==> config.mk <==
export PLATFORM = sky130hd
export DESIGN_NAME = epiu_top
export DESIGN_NICKNAME = d
export VERILOG_FILES = /design/src/verilog/epiu_pkg.sv /design/src/verilog/epiu_top.sv
export SDC_FILE = /design/constraint.sdc
export NUM_CORES = 1
export LEC_CHECK = 0
export ABC_AREA = 1
export BUFFER_PORTS_ARGS = -buffer_cell sky130_fd_sc_hd__buf_2
export CAP_MARGIN = 40
export CORE_ASPECT_RATIO = 1.4
export CORE_UTILIZATION = 32
export DETAILED_ROUTE_END_ITERATION = 8
export MAX_ROUTING_LAYER = met4
export PLACE_DENSITY = 0.6
export SETUP_SLACK_MARGIN = 0.15
export SKIP_LAST_GASP = 1
export SLEW_MARGIN = 25
export SYNTH_ARGS = -nofsm -noshare
export SYNTH_HDL_FRONTEND = slang
export SYNTH_SLANG_ARGS = --single-unit
==> constraint.sdc <==
create_clock -name CLOCK -period 1.4 [get_ports CLOCK]
set_clock_uncertainty 0.05 [all_clocks]
set_input_delay 0.07 -clock CLOCK [delete_from_list [all_inputs] [get_ports CLOCK]]
set_output_delay 0.07 -clock CLOCK [all_outputs]
set_load 0.01 [all_outputs]
==> src/verilog/epiu_pkg.sv <==
package epiu_pkg;

    // ------------------------------------------------------------------
    // Register byte offsets and word indices
    // ------------------------------------------------------------------
    localparam logic [31:0] OFS_SENSE = 32'h0000_0000;
    localparam logic [31:0] OFS_MASK = 32'h0000_0004;
    localparam logic [31:0] OFS_FLAG = 32'h0000_0008;
    localparam logic [31:0] OFS_PCMASK = 32'h0000_000c;
    localparam logic [31:0] OFS_STATUS = 32'h0000_0010;

    localparam logic [2:0] IDX_SENSE = 3'h0;
    localparam logic [2:0] IDX_MASK = 3'h1;
    localparam logic [2:0] IDX_FLAG = 3'h2;
    localparam logic [2:0] IDX_PCMASK = 3'h3;
    localparam logic [2:0] IDX_STATUS = 3'h4;
    localparam logic [2:0] IDX_NONE = 3'h7;

    // ------------------------------------------------------------------
    // Field positions and widths
    // ------------------------------------------------------------------
    localparam int PC_COUNT = 6;
    localparam int BIT_DEDICATED = 6;
    localparam int BIT_PIN_CHANGE = 5;
    localparam int BIT_GLOBAL_EN = 7;

    // ------------------------------------------------------------------
    // Sense modes of the dedicated pin
    // ------------------------------------------------------------------
    typedef enum logic [1:0] {
        SENSE_LOW = 2'h0,
        SENSE_ANY = 2'h1,
        SENSE_FALL = 2'h2,
        SENSE_RISE = 2'h3
    } epiu_sense_t;

    // ------------------------------------------------------------------
    // Complete state of the block
    // ------------------------------------------------------------------
    typedef struct packed {
        epiu_sense_t sense;
        logic en_int;
        logic en_pc;
        logic flag_int;
        logic flag_pc;
        logic gie;
        logic [PC_COUNT-1:0] pcmask;
        logic pin_s;
        logic pin_p;
        logic [PC_COUNT-1:0] pc_s;
        logic [PC_COUNT-1:0] pc_p;
        logic wr_pend;
        logic [2:0] widx;
        logic [7:0] rdata;
    } epiu_state_t;

    localparam epiu_state_t RST_STATE = '{
        sense: SENSE_LOW,
        en_int: 1'b0,
        en_pc: 1'b0,
        flag_int: 1'b0,
        flag_pc: 1'b0,
        gie: 1'b0,
        pcmask: 6'h00,
        pin_s: 1'b1,
        pin_p: 1'b1,
        pc_s: 6'h00,
        pc_p: 6'h00,
        wr_pend: 1'b0,
        widx: 3'h7,
        rdata: 8'h00
    };

endpackage : epiu_pkg

==> src/verilog/epiu_top.sv <==
`timescale 1ns/1ps
// Operation
// Two sense bits pick low level, any change, falling or rising edge.
// Dedicated request passes only with its mask bit 6 and global enable.
// Pin-change request passes only with mask bit 5 and global enable.
// Each pin-change mask bit enables its own input; cleared bits contribute nothing.
// Any enabled pin-change input toggling either way raises the combined request.
// Detection samples the pin level itself, whatever drives the pin.
// Pin-change wake-up is detected without the clock.
// Low-level wake is clockless; edge sensing uses the clock.
// Level mode keeps requesting while the pin stays low.
// Pins are sampled, edges found on samples; pulses over one clock are caught.
// In level mode the source holds the pin low long enough.
// Edge or change sets flag bit 6; vector ack or written one clears it.
// In level mode the dedicated flag is held cleared.
// Pin change sets flag bit 5; vector ack or written one clears it.
// Reserved bits of mask, flag and pin-change mask read as zero.
// Level wake interrupts only if the level is still present afterwards.
// Dedicated and pin-change requests leave as two separate vectors.
// A per-vector acknowledge clears the matching flag.
// A trigger coinciding with a clear leaves the flag set.
module epiu_top (
    input wire logic CLOCK,
    input wire logic RST_N,
    input wire logic HSEL,
    input wire logic [31:0] HADDR,
    input wire logic [1:0] HTRANS,
    input wire logic HWRITE,
    input wire logic [2:0] HSIZE,
    input wire logic [31:0] HWDATA,
    input wire logic HREADY,
    output logic [31:0] HRDATA,
    output logic HREADYOUT,
    output logic HRESP,
    input wire logic DEDICATED_IRQ_PIN,
    input wire logic [epiu_pkg::PC_COUNT-1:0] PIN_CHANGE_INPUTS,
    input wire logic ACK_DEDICATED,
    input wire logic ACK_PIN_CHANGE,
    output logic REQ_DEDICATED,
    output logic REQ_PIN_CHANGE,
    output logic IRQ,
    output logic WAKE
);
    import epiu_pkg::*;

    // ------------------------------------------------------------------
    // Address decoding
    // ------------------------------------------------------------------

    // Word index of an address, IDX_NONE for anything unmapped
    function automatic logic [2:0] reg_index(input logic [31:0] addr);
        logic [2:0] idx;
        idx = IDX_NONE;
        if (addr == OFS_SENSE)
            idx = IDX_SENSE;
        else if (addr == OFS_MASK)
            idx = IDX_MASK;
        else if (addr == OFS_FLAG)
            idx = IDX_FLAG;
        else if (addr == OFS_PCMASK)
            idx = IDX_PCMASK;
        else if (addr == OFS_STATUS)
            idx = IDX_STATUS;
        return idx;
    endfunction : reg_index

    // Read value of a register; reserved bits stay zero
    function automatic logic [7:0] read_value(input logic [2:0] idx, input epiu_state_t st);
        logic [7:0] v;
        v = 8'h00;
        unique case (idx)
            IDX_SENSE:
            begin
                v[1:0] = st.sense;
            end
            IDX_MASK:
            begin
                v[BIT_DEDICATED] = st.en_int;
                v[BIT_PIN_CHANGE] = st.en_pc;
            end
            IDX_FLAG:
            begin
                v[BIT_DEDICATED] = st.flag_int;
                v[BIT_PIN_CHANGE] = st.flag_pc;
            end
            IDX_PCMASK:
            begin
                v[PC_COUNT-1:0] = st.pcmask;
            end
            IDX_STATUS:
            begin
                v[BIT_GLOBAL_EN] = st.gie;
            end
            default:
            begin
                v = 8'h00;
            end
        endcase
        return v;
    endfunction : read_value

    epiu_state_t s_q;
    epiu_state_t s_d;
    logic accept;
    logic [2:0] aidx;
    logic int_evt;
    logic pc_evt;
    logic clr_int;
    logic clr_pc;

    // ------------------------------------------------------------------
    // Bus slave answers
    // ------------------------------------------------------------------

    // Zero wait states, so every transfer ends in one data-phase cycle
    assign HREADYOUT = 1'b1;
    assign HRESP = 1'b0;
    assign HRDATA = {24'h00_0000, s_q.rdata};
    assign accept = HSEL & HREADY & HTRANS[1];
    assign aidx = reg_index(HADDR);

    // ------------------------------------------------------------------
    // Event detection on sampled pins
    // ------------------------------------------------------------------

    // Edges are taken between two samples, never from the raw pin
    always_comb
    begin
        unique case (s_q.sense)
            SENSE_LOW:
            begin
                int_evt = 1'b0;
            end
            SENSE_ANY:
            begin
                int_evt = s_q.pin_s ^ s_q.pin_p;
            end
            SENSE_FALL:
            begin
                int_evt = s_q.pin_p & ~s_q.pin_s;
            end
            SENSE_RISE:
            begin
                int_evt = ~s_q.pin_p & s_q.pin_s;
            end
        endcase
    end

    // Toggle either way on any enabled input merges into one event
    assign pc_evt = |((s_q.pc_s ^ s_q.pc_p) & s_q.pcmask);

    // ------------------------------------------------------------------
    // Next state
    // ------------------------------------------------------------------

    // Register writes land at the end of the data phase
    always_comb
    begin
        s_d = s_q;
        clr_int = ACK_DEDICATED;
        clr_pc = ACK_PIN_CHANGE;
        // Pins are read directly, so output-driven pins still trigger
        s_d.pin_s = DEDICATED_IRQ_PIN;
        s_d.pin_p = s_q.pin_s;
        s_d.pc_s = PIN_CHANGE_INPUTS;
        s_d.pc_p = s_q.pc_s;
        if (s_q.wr_pend)
        begin
            unique case (s_q.widx)
                IDX_SENSE:
                begin
                    s_d.sense = epiu_sense_t'(HWDATA[1:0]);
                end
                IDX_MASK:
                begin
                    s_d.en_int = HWDATA[BIT_DEDICATED];
                    s_d.en_pc = HWDATA[BIT_PIN_CHANGE];
                end
                IDX_FLAG:
                begin
                    clr_int = clr_int | HWDATA[BIT_DEDICATED];
                    clr_pc = clr_pc | HWDATA[BIT_PIN_CHANGE];
                end
                IDX_PCMASK:
                begin
                    s_d.pcmask = HWDATA[PC_COUNT-1:0];
                end
                IDX_STATUS:
                begin
                    s_d.gie = HWDATA[BIT_GLOBAL_EN];
                end
                default:
                begin
                    s_d.gie = s_q.gie;
                end
            endcase
        end
        // Clear first, then set, so a coincident event survives
        if (clr_int)
            s_d.flag_int = 1'b0;
        if (int_evt)
            s_d.flag_int = 1'b1;
        if (s_d.sense == SENSE_LOW)
            s_d.flag_int = 1'b0;
        if (clr_pc)
            s_d.flag_pc = 1'b0;
        if (pc_evt)
            s_d.flag_pc = 1'b1;
        // Address phase; unmapped writes are dropped, reads return zero
        s_d.wr_pend = accept & HWRITE & (aidx != IDX_NONE);
        s_d.widx = aidx;
        s_d.rdata = 8'h00;
        if (accept & ~HWRITE)
            s_d.rdata = read_value(aidx, s_d);
    end

    // ------------------------------------------------------------------
    // State register
    // ------------------------------------------------------------------

    always_ff @(posedge CLOCK)
    begin
        if (!RST_N)
            s_q <= RST_STATE;
        else
            s_q <= s_d;
    end

    // ------------------------------------------------------------------
    // Requests to the processor
    // ------------------------------------------------------------------

    // Level mode asks as long as the sampled pin stays low, so a level
    // that vanished before start-up ends raises nothing
    assign REQ_DEDICATED = s_q.gie & s_q.en_int
        & ((s_q.sense == SENSE_LOW) ? ~s_q.pin_s : s_q.flag_int);
    assign REQ_PIN_CHANGE = s_q.gie & s_q.en_pc & s_q.flag_pc;
    assign IRQ = REQ_DEDICATED | REQ_PIN_CHANGE;

    // Wake path uses the raw pins combinationally, needing no clock;
    // edge modes cannot wake since they rely on the running clock
    assign WAKE = (s_q.en_int & (s_q.sense == SENSE_LOW) & ~DEDICATED_IRQ_PIN)
        | (s_q.en_pc & |((PIN_CHANGE_INPUTS ^ s_q.pc_s) & s_q.pcmask));
endmodule : epiu_top

Word level (Yosys, flattened, before mapping)
Cells that the tools add are included.
Widths: inputs -> output; s select.
{"block": "totals", "reg_bits": 39, "inputBits": 83, "wordCells": 94}
{"block": "classes", "n_eq_ne": 16, "n_mux": 25, "bitwise_logic": 27, "n_reduce_logical": 10}
{"op": "$eq 32x4->1 const B", "count": 2}
{"op": "$eq 32x3->1 const B", "count": 1}
{"op": "$eq 32x5->1 const B", "count": 1}
{"op": "$logic_not 32->1", "count": 1}
{"op": "$and 1x1->1", "count": 14}
{"op": "$and 6x6->6", "count": 2}
{"op": "$eq 3x2->1 const B", "count": 4}
{"op": "$mux 3", "count": 4}
{"op": "$reduce_or 6->1", "count": 2}
{"op": "$xor 6x6->6", "count": 2}
{"op": "$mux 1", "count": 11}
{"op": "$mux 7", "count": 1}
{"op": "$eq 3x1->1 const B", "count": 2}
{"op": "$eq 3x3->1 const B", "count": 2}
{"op": "$logic_not 3->1", "count": 2}
{"op": "$mux 2", "count": 3}
{"op": "$mux 6", "count": 1}
{"op": "$reduce_and 3->1", "count": 2}
{"op": "$eq 2x2->1 const B", "count": 2}
{"op": "$logic_not 2->1", "count": 2}
{"op": "$mux 4", "count": 1}
{"op": "$not 1->1", "count": 4}
{"op": "$or 1x1->1", "count": 4}
{"op": "$pmux 1 s4", "count": 1}
{"op": "7 further kinds", "count": 7}

Depth between registers and ports, before layout
Gate-level depths: netlist of the first run.
{"block": "depth", "word_depth": 8, "mapped_depth": 12, "mapped_depth_nobuf": 12}

Worst setup path after synthesis of the first run
No wires, ideal clock.
{"block": "synth_path", "path_kind": "reg-to-reg", "start": "reg s_q[11] (netlist bit)", "end": "reg s_q (netlist bit HRDATA[5])", "t_arrival_ns": 1.191, "t_required_ns": 1.241, "slack_ns": 0.050, "stages_incl_launch_ff": 10, "path_buffers": 1, "path_cell_list": "dfxtp_1 inv_1 nor2_2 nand3_1 clkbuf_1 o21a_1 nand3_1 nand3_1 nand2_1 inv_1"}
{"block": "synth_between", "elab_chain_cells": 4, "word_cells_on_any_way": 6}
{"element": "from (decl)", "line": "epiu_top.sv:102", "text": "epiu_state_t s_q;"}
{"element": "from (signal assigned)", "line": "epiu_top.sv:224", "text": "s_q <= RST_STATE;"}
{"element": "from (signal assigned)", "line": "epiu_top.sv:226", "text": "s_q <= s_d;"}
{"element": "$mux 1", "line": "epiu_top.sv:167", "text": "if (s_q.wr_pend)"}
{"element": "$mux 1", "line": "epiu_top.sv:205", "text": "if (clr_pc)"}
{"element": "$mux 1", "line": "epiu_top.sv:207", "text": "if (pc_evt)"}
{"element": "$pmux 1 s3 (*)", "line": "epiu_top.sv:71", "text": "unique case (idx)"}
Mark *: on every way between the ends. The rest lies on a longest branch, timed or not.
A chain may end at the register's enable or synchronous reset.

Worst setup path after layout of the first run
{"block": "layout_path", "start": "reg s_q (netlist bit s_d[13])", "end": "out WAKE"}
{"block": "layout_between", "elab_chain_cells": 5}
{"element": "$xor 6x6->6", "line": "epiu_top.sv:243", "text": "| (s_q.en_pc & |((PIN_CHANGE_INPUTS ^ s_q.pc_s) & s_q.pcmask));"}
{"element": "$and 6x6->6", "line": "epiu_top.sv:243"}
{"element": "$reduce_or 6->1", "line": "epiu_top.sv:243"}
{"element": "$and 1x1->1", "line": "epiu_top.sv:243"}
{"element": "$or 1x1->1", "line": "epiu_top.sv:243"}
{"element": "to (decl)", "line": "epiu_top.sv:42", "text": "output logic WAKE"}
No other way between the ends.

==> results_dict.tcl, run 1 <==
set metrics [dict create \
    yosysSeqAreaShare_pct 34.9 \
    place_congestion 0.830 \
    wl_met1_um 1930 \
    track_usage_pct 14.6 \
    synthXorXnorAreaFrac_pct 2.35 \
    top_layer "met4" \
    layout_setup_ws_ns -0.112 \
    synthCells 339 \
    grt_pass1_wl_um 8070 \
    first_global_vias 1991 \
    synth_area_mm2 0.00224 \
    regArea_um2 801 \
    fmax_ghz 0.661 \
    postPlaceCellArea_mm2 0.00259 \
    synthSimpleGateAreaFrac_pct 32.4 \
    drt_iter0_markers 49 \
    numClockSinks 39 \
    path_clk_slew_ns 0.08 \
    num_vias 2157 \
    slowest_delay_ns 0.33 \
    synth_most_common_cell "nand2_1" \
    dieArea_mm2 0.00734 \
    synth-edff-count 0 \
    critPathCaptureType "primary output" \
    wl_um 4970 \
    finalHoldViolations 0 \
    finalCriticalPeriod_ns 1.51 \
    grt_overflow 0 \
    wire_per_inst_um 9.53 \
    syn_avg_cell_area_um2 6.60 \
    fin_area_mm2 0.00309 \
    powerDensity_mw_per_mm2 765 \
    drc 0 \
    fp.dieW_um 72.7 \
    hpwl_um 3860 \
    htree_levels 2 \
    root_buffer "clkbuf_8" \
    synthFlopType "dfxtp_1" \
    area_growth_syn_to_layout_pct 38.0 \
    cp_max_fo 2 \
    violations "setup timing" \
    stdcell_count 522 \
    route.met3.wl_um 237 \
    clock_path_buffers 2 \
    synth_fa_ha_area_share_pct 1.12 \
    synth_cell_types 30 \
    utilization_pct 46.4 \
    maxCapViolations 0 \
    finalSetupViolations 2 \
    cp_cell_sequence "xnor2_1 -> o22ai_1 -> nor3_2 -> o21ai_1 -> buf_2" \
    n_fill_cell 698 \
    finalPower_w 0.00236 \
    hold_class "in -> reg" \
    whs_ns 0.00936 \
    grt_max_degree 19 \
    tritoncts "built" \
    async_reset_ff_share_pct 0 \
    dieHeight_um 101 \
    synth_common_cells "nand2_1, nor2_1, inv_1, dfxtp_1, buf_4" \
    crit_type "reg -> out" \
    worstSetupStartpointType "register" \
    grt_antenna_before_repair 0 \
    yosysTopAreaCell "dfxtp_1" \
    layout-drive-gt1-share_pct 35.6 \
    outcome "finished, violations left" \
    vias_per_cell 4.13 \
    fp-row-count 35 \
    synth_compound_area_share_pct 8.11 \
    grt_setup_unrepaired "yes" \
    p_leak_nw 1.64 \
    final.period_utilization_pct 108 \
    start_util_pct 33.6 \
    port_buffers 66 \
    synth_area_leaders "dfxtp_1, nand2_1, buf_4, nor2_1, inv_1" \
    core_area_mm2 0.00666 \
    first_pass_iters 4 \
    antenna_cells 0 \
    final_nets 514 \
    antenna_left 0 \
    arrival_ns 1.39 \
    clk_latency_ns 0.29 \
    synth_warnings 0 \
    slew_violations 0 \
    synth_mux_area_share_pct 0 \
    yosysTopAreaCellShare_pct 34.9 \
    worst_path_max_delay_cell "dfxtp_2" \
    dp.cells 493 \
    required_ns 1.28 \
    synth_seq_cells 39 \
    met2_length_um 2690 \
    synth_top_family_by_area "simple AND/OR/NAND/NOR gates" \
    ir_drop_mv 0.315 \
    multi_input_area_mm2 0.00125 \
    numCtsBuffers 5 \
    io_pins 121 \
]
==> through the flow <==
stage | setup TNS (ns) | setup slack [ns]
final | -0.146 | -0.112
after global routing | -0.304 | -0.133
after CTS | -0.138 | -0.111
after detailed placement | -0.0799 | -0.0408
after global placement | -0.0597 | -0.0307
after floorplan | 0 | 0.133
==> layer usage <==
layer | vias to the layer above | global-route usage [%]
li1 | 1146 | -
met1 | 924 | 13.8
met2 | 78 | 28.3
met3 | 9 | 1.90
met4 | 0 | 6.94
met5 | - | -
==> worst max-delay path, delay by kind of cell (launching register included) <==
family / cells / cell delay, ns
xor+xnor: 1 / 0.14
compound gates: 2 / 0.22
simple gates: 1 / 0.27
buf+inv: 1 / 0.15
flops: 1 / 0.33
==> area by class of cell <==
cell class	count	area share (%)
Clock inverter	2	1.13
Tap cell	92	3.73
Sequential cell	39	25.9
Timing Repair Buffer	97	19.8
Inverter	52	6.32
Clock buffer	6	2.67
Multi-Input combinational cell	234	40.5
==> report_power, final <==
part | internal [W] | switching [W] | total [W]
sequential | 0.00113 | 0.0000149 | 0.00114
clock | 0.000577 | 0.000396 | 0.000972
combinational | 0.000118 | 0.000130 | 0.000248
total | 0.00182 | 0.000541 | 0.00236
==> kinds of logic (layout without fill, tap and decap cells) <==
family                   after synthesis  count (layout)
flip-flops                            39              39
buffers and inverters                 90             157
AND/OR/NAND/NOR                      166             166
other                                  2              26
XOR/XNOR                               6               6
AO/OA/AOI/OAI                         34              34
adder cells (fa/ha/maj)                2               2
==> layout by cell type, fill, tap and decap left out, types with 3 or more instances in the layout <==
cell type       n
a21oi_1         5
inv_1          46
conb_1         26
nor2_2          4
nand2_2         7
o21ai_2         4
nor2_4          5
o21ai_1        14
inv_2           6
nand2_1        66
xnor2_1         5
nand2_4         3
nor3_2          3
dlygate4sd3_1  12
buf_2          65
dfxtp_2        13
clkbuf_8        6
nor2_1         53
buf_4          16
nand3_1        14
buf_6           4
dfxtp_1        25
==> flip-flops by register name, summed over array words and instances (netlist names) <==
register and flops:
s_q 24, s_d 7, HRDATA 8
==> repair_timing <==
item                                   in CTS  in global routing
pin swaps                                  23                 13
endpoints found under the hold margin      14                  0
setup buffers                               6                  3
setup endpoints to repair                  14                 16
hold buffers                               12                  0
gates resized for setup                    41                 37
==> path summary, 6_finish.rpt <==
kind,startpoint,to,slack [ns],cells after the start
max,s_d[13],WAKE,-0.11,5
min,HWDATA[7],s_q[32],0.009,3
max reg2reg,s_q[9],HRDATA[5],0.06,9
min reg2reg,s_d[15],s_q[15],0.41,2
No activity file was read; power rests on OpenSTA's default activity.
==> run 2: changes to the inputs <==
--- a/config.mk
+++ b/config.mk
@@ -5,14 +5,13 @@
 export SDC_FILE = /design/constraint.sdc
 export NUM_CORES = 1
 export LEC_CHECK = 0
-export ABC_AREA = 1
 export BUFFER_PORTS_ARGS = -buffer_cell sky130_fd_sc_hd__buf_2
 export CAP_MARGIN = 40
 export CORE_ASPECT_RATIO = 1.4
 export CORE_UTILIZATION = 32
 export DETAILED_ROUTE_END_ITERATION = 8
 export MAX_ROUTING_LAYER = met4
-export PLACE_DENSITY = 0.6
+export PLACE_DENSITY = 0.63
 export SETUP_SLACK_MARGIN = 0.15
 export SKIP_LAST_GASP = 1
 export SLEW_MARGIN = 25
==> run 2 against run 1 <==
Compared with the run above: the flow still finishes with violations (setup timing); hold slack improved by 0.016 ns; largest cell class unchanged; sequential cell count did not move; global-route usage rose by 0.79 points; critical path type is now reg -> reg.
==> results_dict.tcl, run 2 <==
set metrics [dict create \
    outcome "finished, violations left" \
    violations "setup timing" \
    stdcell_count 374 \
    hpwl_um 3370 \
    numCtsBuffers 5 \
    worst_path_max_delay_cell "or3b_1" \
    dieHeight_um 93.1 \
    powerDensity_mw_per_mm2 909 \
    port_buffers 66 \
    layout-drive-gt1-share_pct 42.5 \
    synthXorXnorAreaFrac_pct 5.54 \
    p_leak_nw 1.31 \
    regArea_um2 795 \
    synth_top_family_by_area "simple AND/OR/NAND/NOR gates" \
    required_ns 1.56 \
    fp.dieW_um 67.1 \
    drt_iter0_markers 36 \
    grt_pass1_wl_um 6950 \
    synthSimpleGateAreaFrac_pct 23.2 \
    synth_warnings 0 \
    synthFlopType "dfxtp_1" \
    synth_compound_area_share_pct 7.98 \
    crit_type "reg -> reg" \
    core_area_mm2 0.00561 \
    intPower_w 0.00198 \
    root_buffer "clkbuf_8" \
    area_growth_syn_to_layout_pct 43.7 \
    synth_area_mm2 0.00190 \
    path_buf_inv 1 \
    dieArea_mm2 0.00624 \
    synth_seq_cells 39 \
    synth_fa_ha_area_share_pct 1.32 \
    layout_common_cells "buf_2, dfxtp_1, conb_1, buf_4, nor2_1" \
    slew_violations 0 \
    numClockSinks 39 \
    place_congestion 0.764 \
    synth_cell_types 36 \
    antenna_left 0 \
    synth_area_leaders "dfxtp_1, buf_4, mux2i_1, xor2_1, nor2_1" \
    synth_most_common_cell "dfxtp_1" \
    yosysSeqAreaShare_pct 41.2 \
    start_util_pct 33.8 \
    finalCriticalPeriod_ns 1.77 \
    synth-edff-count 0 \
    first_global_vias 1648 \
    clk_latency_ns 0.29 \
    top_register "s_q" \
    htree_levels 2 \
    antenna_cells 0 \
    grt_setup_unrepaired "yes" \
    clock_path_buffers 2 \
    cp_max_fo 2 \
    finalSetupViolations 9 \
    final_nets 390 \
    grt_max_degree 16 \
    final.period_utilization_pct 127 \
    fmax_ghz 0.564 \
    dp.cells 345 \
    p_sw_share_pct 20.2 \
    clock_power_share_pct 43.7 \
    pre_cts_ws_ns -0.349 \
    synth_common_cells "dfxtp_1, buf_4, nor2_1, and2_1, xor2_1" \
    layout_setup_ws_ns -0.372 \
    largest_reg_flops 24 \
    drc 0 \
    path_delay_family "simple AND/OR/NAND/NOR gates" \
    fp-row-count 32 \
    wire_per_inst_um 11.8 \
    p_sw_w 0.000501 \
    grt_antenna_before_repair 0 \
    synth_mux_area_share_pct 5.80 \
    vias_per_cell 4.57 \
    synthCells 205 \
    io_pins 121 \
    tritoncts "built" \
    cp_cell_sequence "inv_2 -> ha_4 -> or2_4 -> a31oi_1 -> o22ai_1 -> or3b_1 -> a21oi_1" \
    worstSetupStartpointType "register" \
    async_reset_ff_share_pct 0 \
    wl_um 4420 \
    arrival_ns 1.94 \
    p_comb_share_pct 10.2 \
    slowest_delay_ns 0.39 \
    track_usage_pct 15.4 \
    n_fill_cell 528 \
    seq_power_share_pct 46.1 \
    syn_avg_cell_area_um2 9.25 \
    yosysTopAreaCell "dfxtp_1" \
    hold_class "in -> reg" \
    num_vias 1708 \
    yosysTopAreaCellShare_pct 41.2 \
    grt_overflow 0 \
    first_pass_iters 4 \
    critPathCaptureType "register" \
    final_common_cell "buf_2" \
    maxCapViolations 0 \
    finalHoldViolations 0 \
    multi_input_area_mm2 0.00101 \
    path_clk_slew_ns 0.07 \
    ir_drop_mv 0.411 \
]
run 2: changes by cell type after synthesis, moves of 7 or more:
cell and change:
nor4_1 +7, mux2i_1 +11, and2_1 +12, o21ai_0 -22
inv_1 -46, nor2_1 -38, nand2_1 -60, xor2_1 +12
nand3_1 -15
run 2: power by group through the flow:
stage	clock network, W	logic (W)	registers (W)
final	0.00108	0.000254	0.00114
after global routing	0.00115	0.000280	0.00114
after CTS	0.00111	0.000245	0.00114
after detailed placement	0	0.000207	0.00117
after global placement	0	0.000205	0.00117
after floorplan	0	0.000146	0.00117
run 2: path summary, 6_finish.rpt:
path | start | endpoint | slack [ns] | depth (start not counted)
min reg2reg | s_d[13] | s_q[13] | 0.44 | 1
max | s_q[24] | HRDATA[6] | -0.37 | 7
max reg2reg | s_q[24] | HRDATA[6] | -0.37 | 7
min | HWDATA[7] | s_q[32] | 0.03 | 3
run 2: layout make-up:
| type | instances | share of cell area (%) |
|---|---|---|
| Clock buffer | 6 | 2.66 |
| Clock inverter | 2 | 2.20 |
| Timing Repair Buffer | 105 | 25.1 |
| Tap cell | 68 | 3.12 |
| Sequential cell | 39 | 29.1 |
| Multi-Input combinational cell | 150 | 37.2 |
| Inverter | 4 | 0.551 |
run 2: through the flow:
| stage | area (um2) | hold WS [ns] | TNS, ns | util [%] | total power, W |
|---|---|---|---|---|---|
| 6_report | 2730 | 0.0256 | -0.970 | 48.6 | 0.00248 |
| 4_1_cts | 2640 | 0.0281 | -0.930 | 47.1 | 0.00250 |
| 2_1_floorplan | 2000 | 0.116 | -0.307 | - | 0.00131 |
| 3_5_place_dp | 2290 | 0.229 | -0.639 | 40.8 | 0.00137 |
| 5_1_grt | 2730 | 0.0658 | -1.93 | 48.6 | 0.00257 |
| 3_3_place_gp | 2290 | 0.243 | -0.583 | 40.8 | 0.00137 |
run 2: layer usage:
layer	up-vias	part of all wire (%)	track usage, %	routed length [um]
met4	0	1.9	9.04	82
met2	54	56	27.3	2460
li1	849	-	-	-
met3	5	5.0	3.05	221
met5	-	0	-	0
met1	800	38	14.9	1660
run 2: logic make-up (layout without fill, tap and decap cells):
kind of cell,count (synthesis),count (layout)
and+or+nand+nor,77,77
buffers and inverters,40,117
DFF,39,39
AOI/OAI and AO/OA,22,22
xor gates and xnor gates,12,12
muxes,11,11
adders and majority gates,2,2
other,2,26
run 2: worst reg2reg max path, stage by stage, from the launching register on:
cell and delay [ns]:
dfxtp_2 0.34, inv_2 0.04, ha_4 0.19, or2_4 0.21
a31oi_1 0.21, o22ai_1 0.13, or3b_1 0.39, a21oi_1 0.14
run 2: timing repair:
| item | CTS | global route |
|---|---|---|
| gates resized for setup | 16 | 15 |
| buffers inserted | 5 | 3 |
| hold buffers | 13 | 0 |
| pin swaps | 18 | 16 |
| setup endpoints to repair | 20 | 23 |
| hold endpoints to repair | 16 | 0 |
==> run 3: changes to the inputs <==
--- a/config.mk
+++ b/config.mk
@@ -12,7 +12,7 @@
 export DETAILED_ROUTE_END_ITERATION = 8
 export MAX_ROUTING_LAYER = met4
 export PLACE_DENSITY = 0.63
-export SETUP_SLACK_MARGIN = 0.15
+export SKIP_CTS_REPAIR_TIMING = 1
 export SKIP_LAST_GASP = 1
 export SLEW_MARGIN = 25
 export SYNTH_ARGS = -nofsm -noshare
==> run 3 against run 2 <==
Compared with the run above: the flow finishes with violations (hold timing, setup timing); hold slack got worse by 0.041 ns; critical endpoint unchanged; setup slack improved by 0.027 ns; via count shrank 0.35%; final cell count is 1.6% lower; sequential share of layout area up 1.2 points; first-iteration DRC count rose to 2.8 times the previous value; highest routed layer unchanged; routed wire length is 2.2% higher; maximum frequency grew 1.5%; critical path depth unchanged; core utilization fell by 1.6 points.
==> results_dict.tcl, run 3 (synthesis gave the netlist of run 2 again) <==
set metrics [dict create \
    outcome "finished, violations left" \
    violations "hold timing, setup timing" \
    grt_setup_unrepaired "yes" \
    place_congestion 0.838 \
    largest_reg_flops 24 \
    p_comb_share_pct 11.4 \
    worstSetupStartpointType "register" \
    postPlaceCellArea_mm2 0.00230 \
    multi_input_area_mm2 0.00103 \
    r2r-end "HRDATA[6]" \
    final_nets 384 \
    powerDensity_mw_per_mm2 800 \
    ir_drop_mv 0.407 \
    r2r-start "s_q[24]" \
    arrival_ns 1.92 \
    fmax_ghz 0.573 \
    path_depth 7 \
    antenna_cells 0 \
    numCtsBuffers 5 \
    finalCriticalPeriod_ns 1.75 \
    clk_latency_ns 0.29 \
    layout_common_cells "buf_2, dfxtp_1, conb_1, buf_4, nor2_1" \
    wire_per_inst_um 12.3 \
    fp.dieW_um 67.1 \
    regArea_um2 800 \
    crit_end "HRDATA[6]" \
    finalSetupViolations 10 \
    p_sw_share_pct 24.6 \
    tritoncts "built" \
    path_clk_slew_ns 0.08 \
    path_delay_family "simple AND/OR/NAND/NOR gates" \
    clock_power_share_pct 34.5 \
    hold_class "in -> reg" \
    layout_setup_ws_ns -0.345 \
    startpoint "s_q[24]" \
    utilization_pct 47.1 \
    p_sw_w 0.000519 \
    cp_max_fo 2 \
    core_area_mm2 0.00561 \
    seq_power_share_pct 54.1 \
    area_growth_syn_to_layout_pct 39.1 \
    grt_pass1_wl_um 7090 \
    dieHeight_um 93.1 \
    io_pins 121 \
    grt_max_degree 16 \
    layout-drive-gt1-share_pct 45.3 \
    antenna_left 0 \
    first_global_vias 1618 \
    worst_path_max_delay_cell "or3b_1" \
    path_buf_inv 1 \
    grt_overflow 0 \
    maxCapViolations 0 \
    root_buffer "clkbuf_8" \
    wl_um 4520 \
    p_leak_nw 1.27 \
    vias_per_cell 4.63 \
    final_common_cell "buf_2" \
    crit_type "reg -> reg" \
    htree_levels 2 \
    drc 0 \
    fin_area_mm2 0.00264 \
    cp_cell_sequence "inv_2 -> ha_4 -> or2_4 -> a31oi_4 -> o22ai_2 -> or3b_1 -> a21oi_1" \
    finalPower_w 0.00211 \
    n_fill_cell 558 \
    dieArea_mm2 0.00624 \
    final.period_utilization_pct 125 \
    top_register "s_q" \
    numClockSinks 39 \
    track_usage_pct 15.7 \
    grt_antenna_before_repair 0 \
    finalHoldViolations 2 \
    intPower_w 0.00159 \
    hpwl_um 3470 \
    port_buffers 66 \
    slowest_delay_ns 0.36 \
    clock_path_buffers 2 \
    fp-row-count 32 \
    whs_ns -0.0151 \
    required_ns 1.58 \
    first_pass_iters 4 \
    slew_violations 0 \
    critPathCaptureType "register" \
    rr_worst_depth 7 \
    r2r_slack_ns -0.35 \
    num_vias 1702 \
    drt_iter0_markers 100 \
    start_util_pct 33.8 \
]
==> run 3: cell count changes in the layout (fill, tap and decap cells not counted), sizes merged <==
| cell | previous run | this run |
|---|---|---|
| buf | 92 | 91 |
| bufinv | 2 | 0 |
| clkbuf | 6 | 5 |
| clkinv | 0 | 3 |
| dlygate4sd3 | 11 | 8 |
| dlymetal6s4s | 2 | 0 |
==> run 3: metrics by stage <==
step	cells	setup WS (ns)	TNS, ns
6_report	368	-0.345	-1.21
5_1_grt	368	-0.389	-1.94
4_1_cts	356	-0.376	-1.48
3_5_place_dp	348	-0.320	-0.676
3_3_place_gp	348	-0.294	-0.634
2_1_floorplan	229	-0.249	-0.307
==> run 3: worst min-delay path by stage <==
| stage | end | depth (start not counted) | from | slack [ns] |
|---|---|---|---|---|
| 4_1_cts | s_d[24] | 3 | DEDICATED_IRQ_PIN | -0.07 |
| 5_1_grt | s_q[11] | 2 | HWRITE | -0.00008 |
| 3_3_place_gp | s_d[24] | 3 | DEDICATED_IRQ_PIN | 0.25 |
| 2_1_floorplan | s_q[8] | 2 | HADDR[2] | 0.12 |
| 3_5_place_dp | s_d[24] | 3 | DEDICATED_IRQ_PIN | 0.24 |
| 6_report | s_q[11] | 2 | HWRITE | -0.02 |
==> run 3: area by class of cell <==
type / instances / share of cell area, %
multi-input cells: 150 / 39.2
inverters: 4 / 0.569
flip-flops and latches: 39 / 30.3
repair buffers: 99 / 23.5
well taps: 68 / 3.23
clock inverters: 3 / 0.569
clock buffers: 5 / 2.61
==> run 3: power groups by stage <==
stage | Combinational, W | Clock [W] | Sequential (W)
2_1_floorplan | 0.000146 | 0 | 0.00116
3_3_place_gp | 0.000206 | 0 | 0.00117
3_5_place_dp | 0.000209 | 0 | 0.00117
4_1_cts | 0.000209 | 0.000755 | 0.00114
5_1_grt | 0.000270 | 0.000797 | 0.00114
6_report | 0.000240 | 0.000728 | 0.00114
==> run 3: metal layers <==
layer  GRT usage [%]  wire length [um]
met2            26.0              2380
met1            17.1              1820
met4            8.33               103
met3            3.54               216
met5               -                 0
==> run 3: worst register-to-register path, delay by kind of cell, from the launching register on <==
family	cells	cell delay (ns)
AO/OA/AOI/OAI	3	0.42
adder cells (fa/ha/maj)	1	0.22
buffers and inverters	1	0.05
flip-flops	1	0.34
AND/OR/NAND/NOR	2	0.61
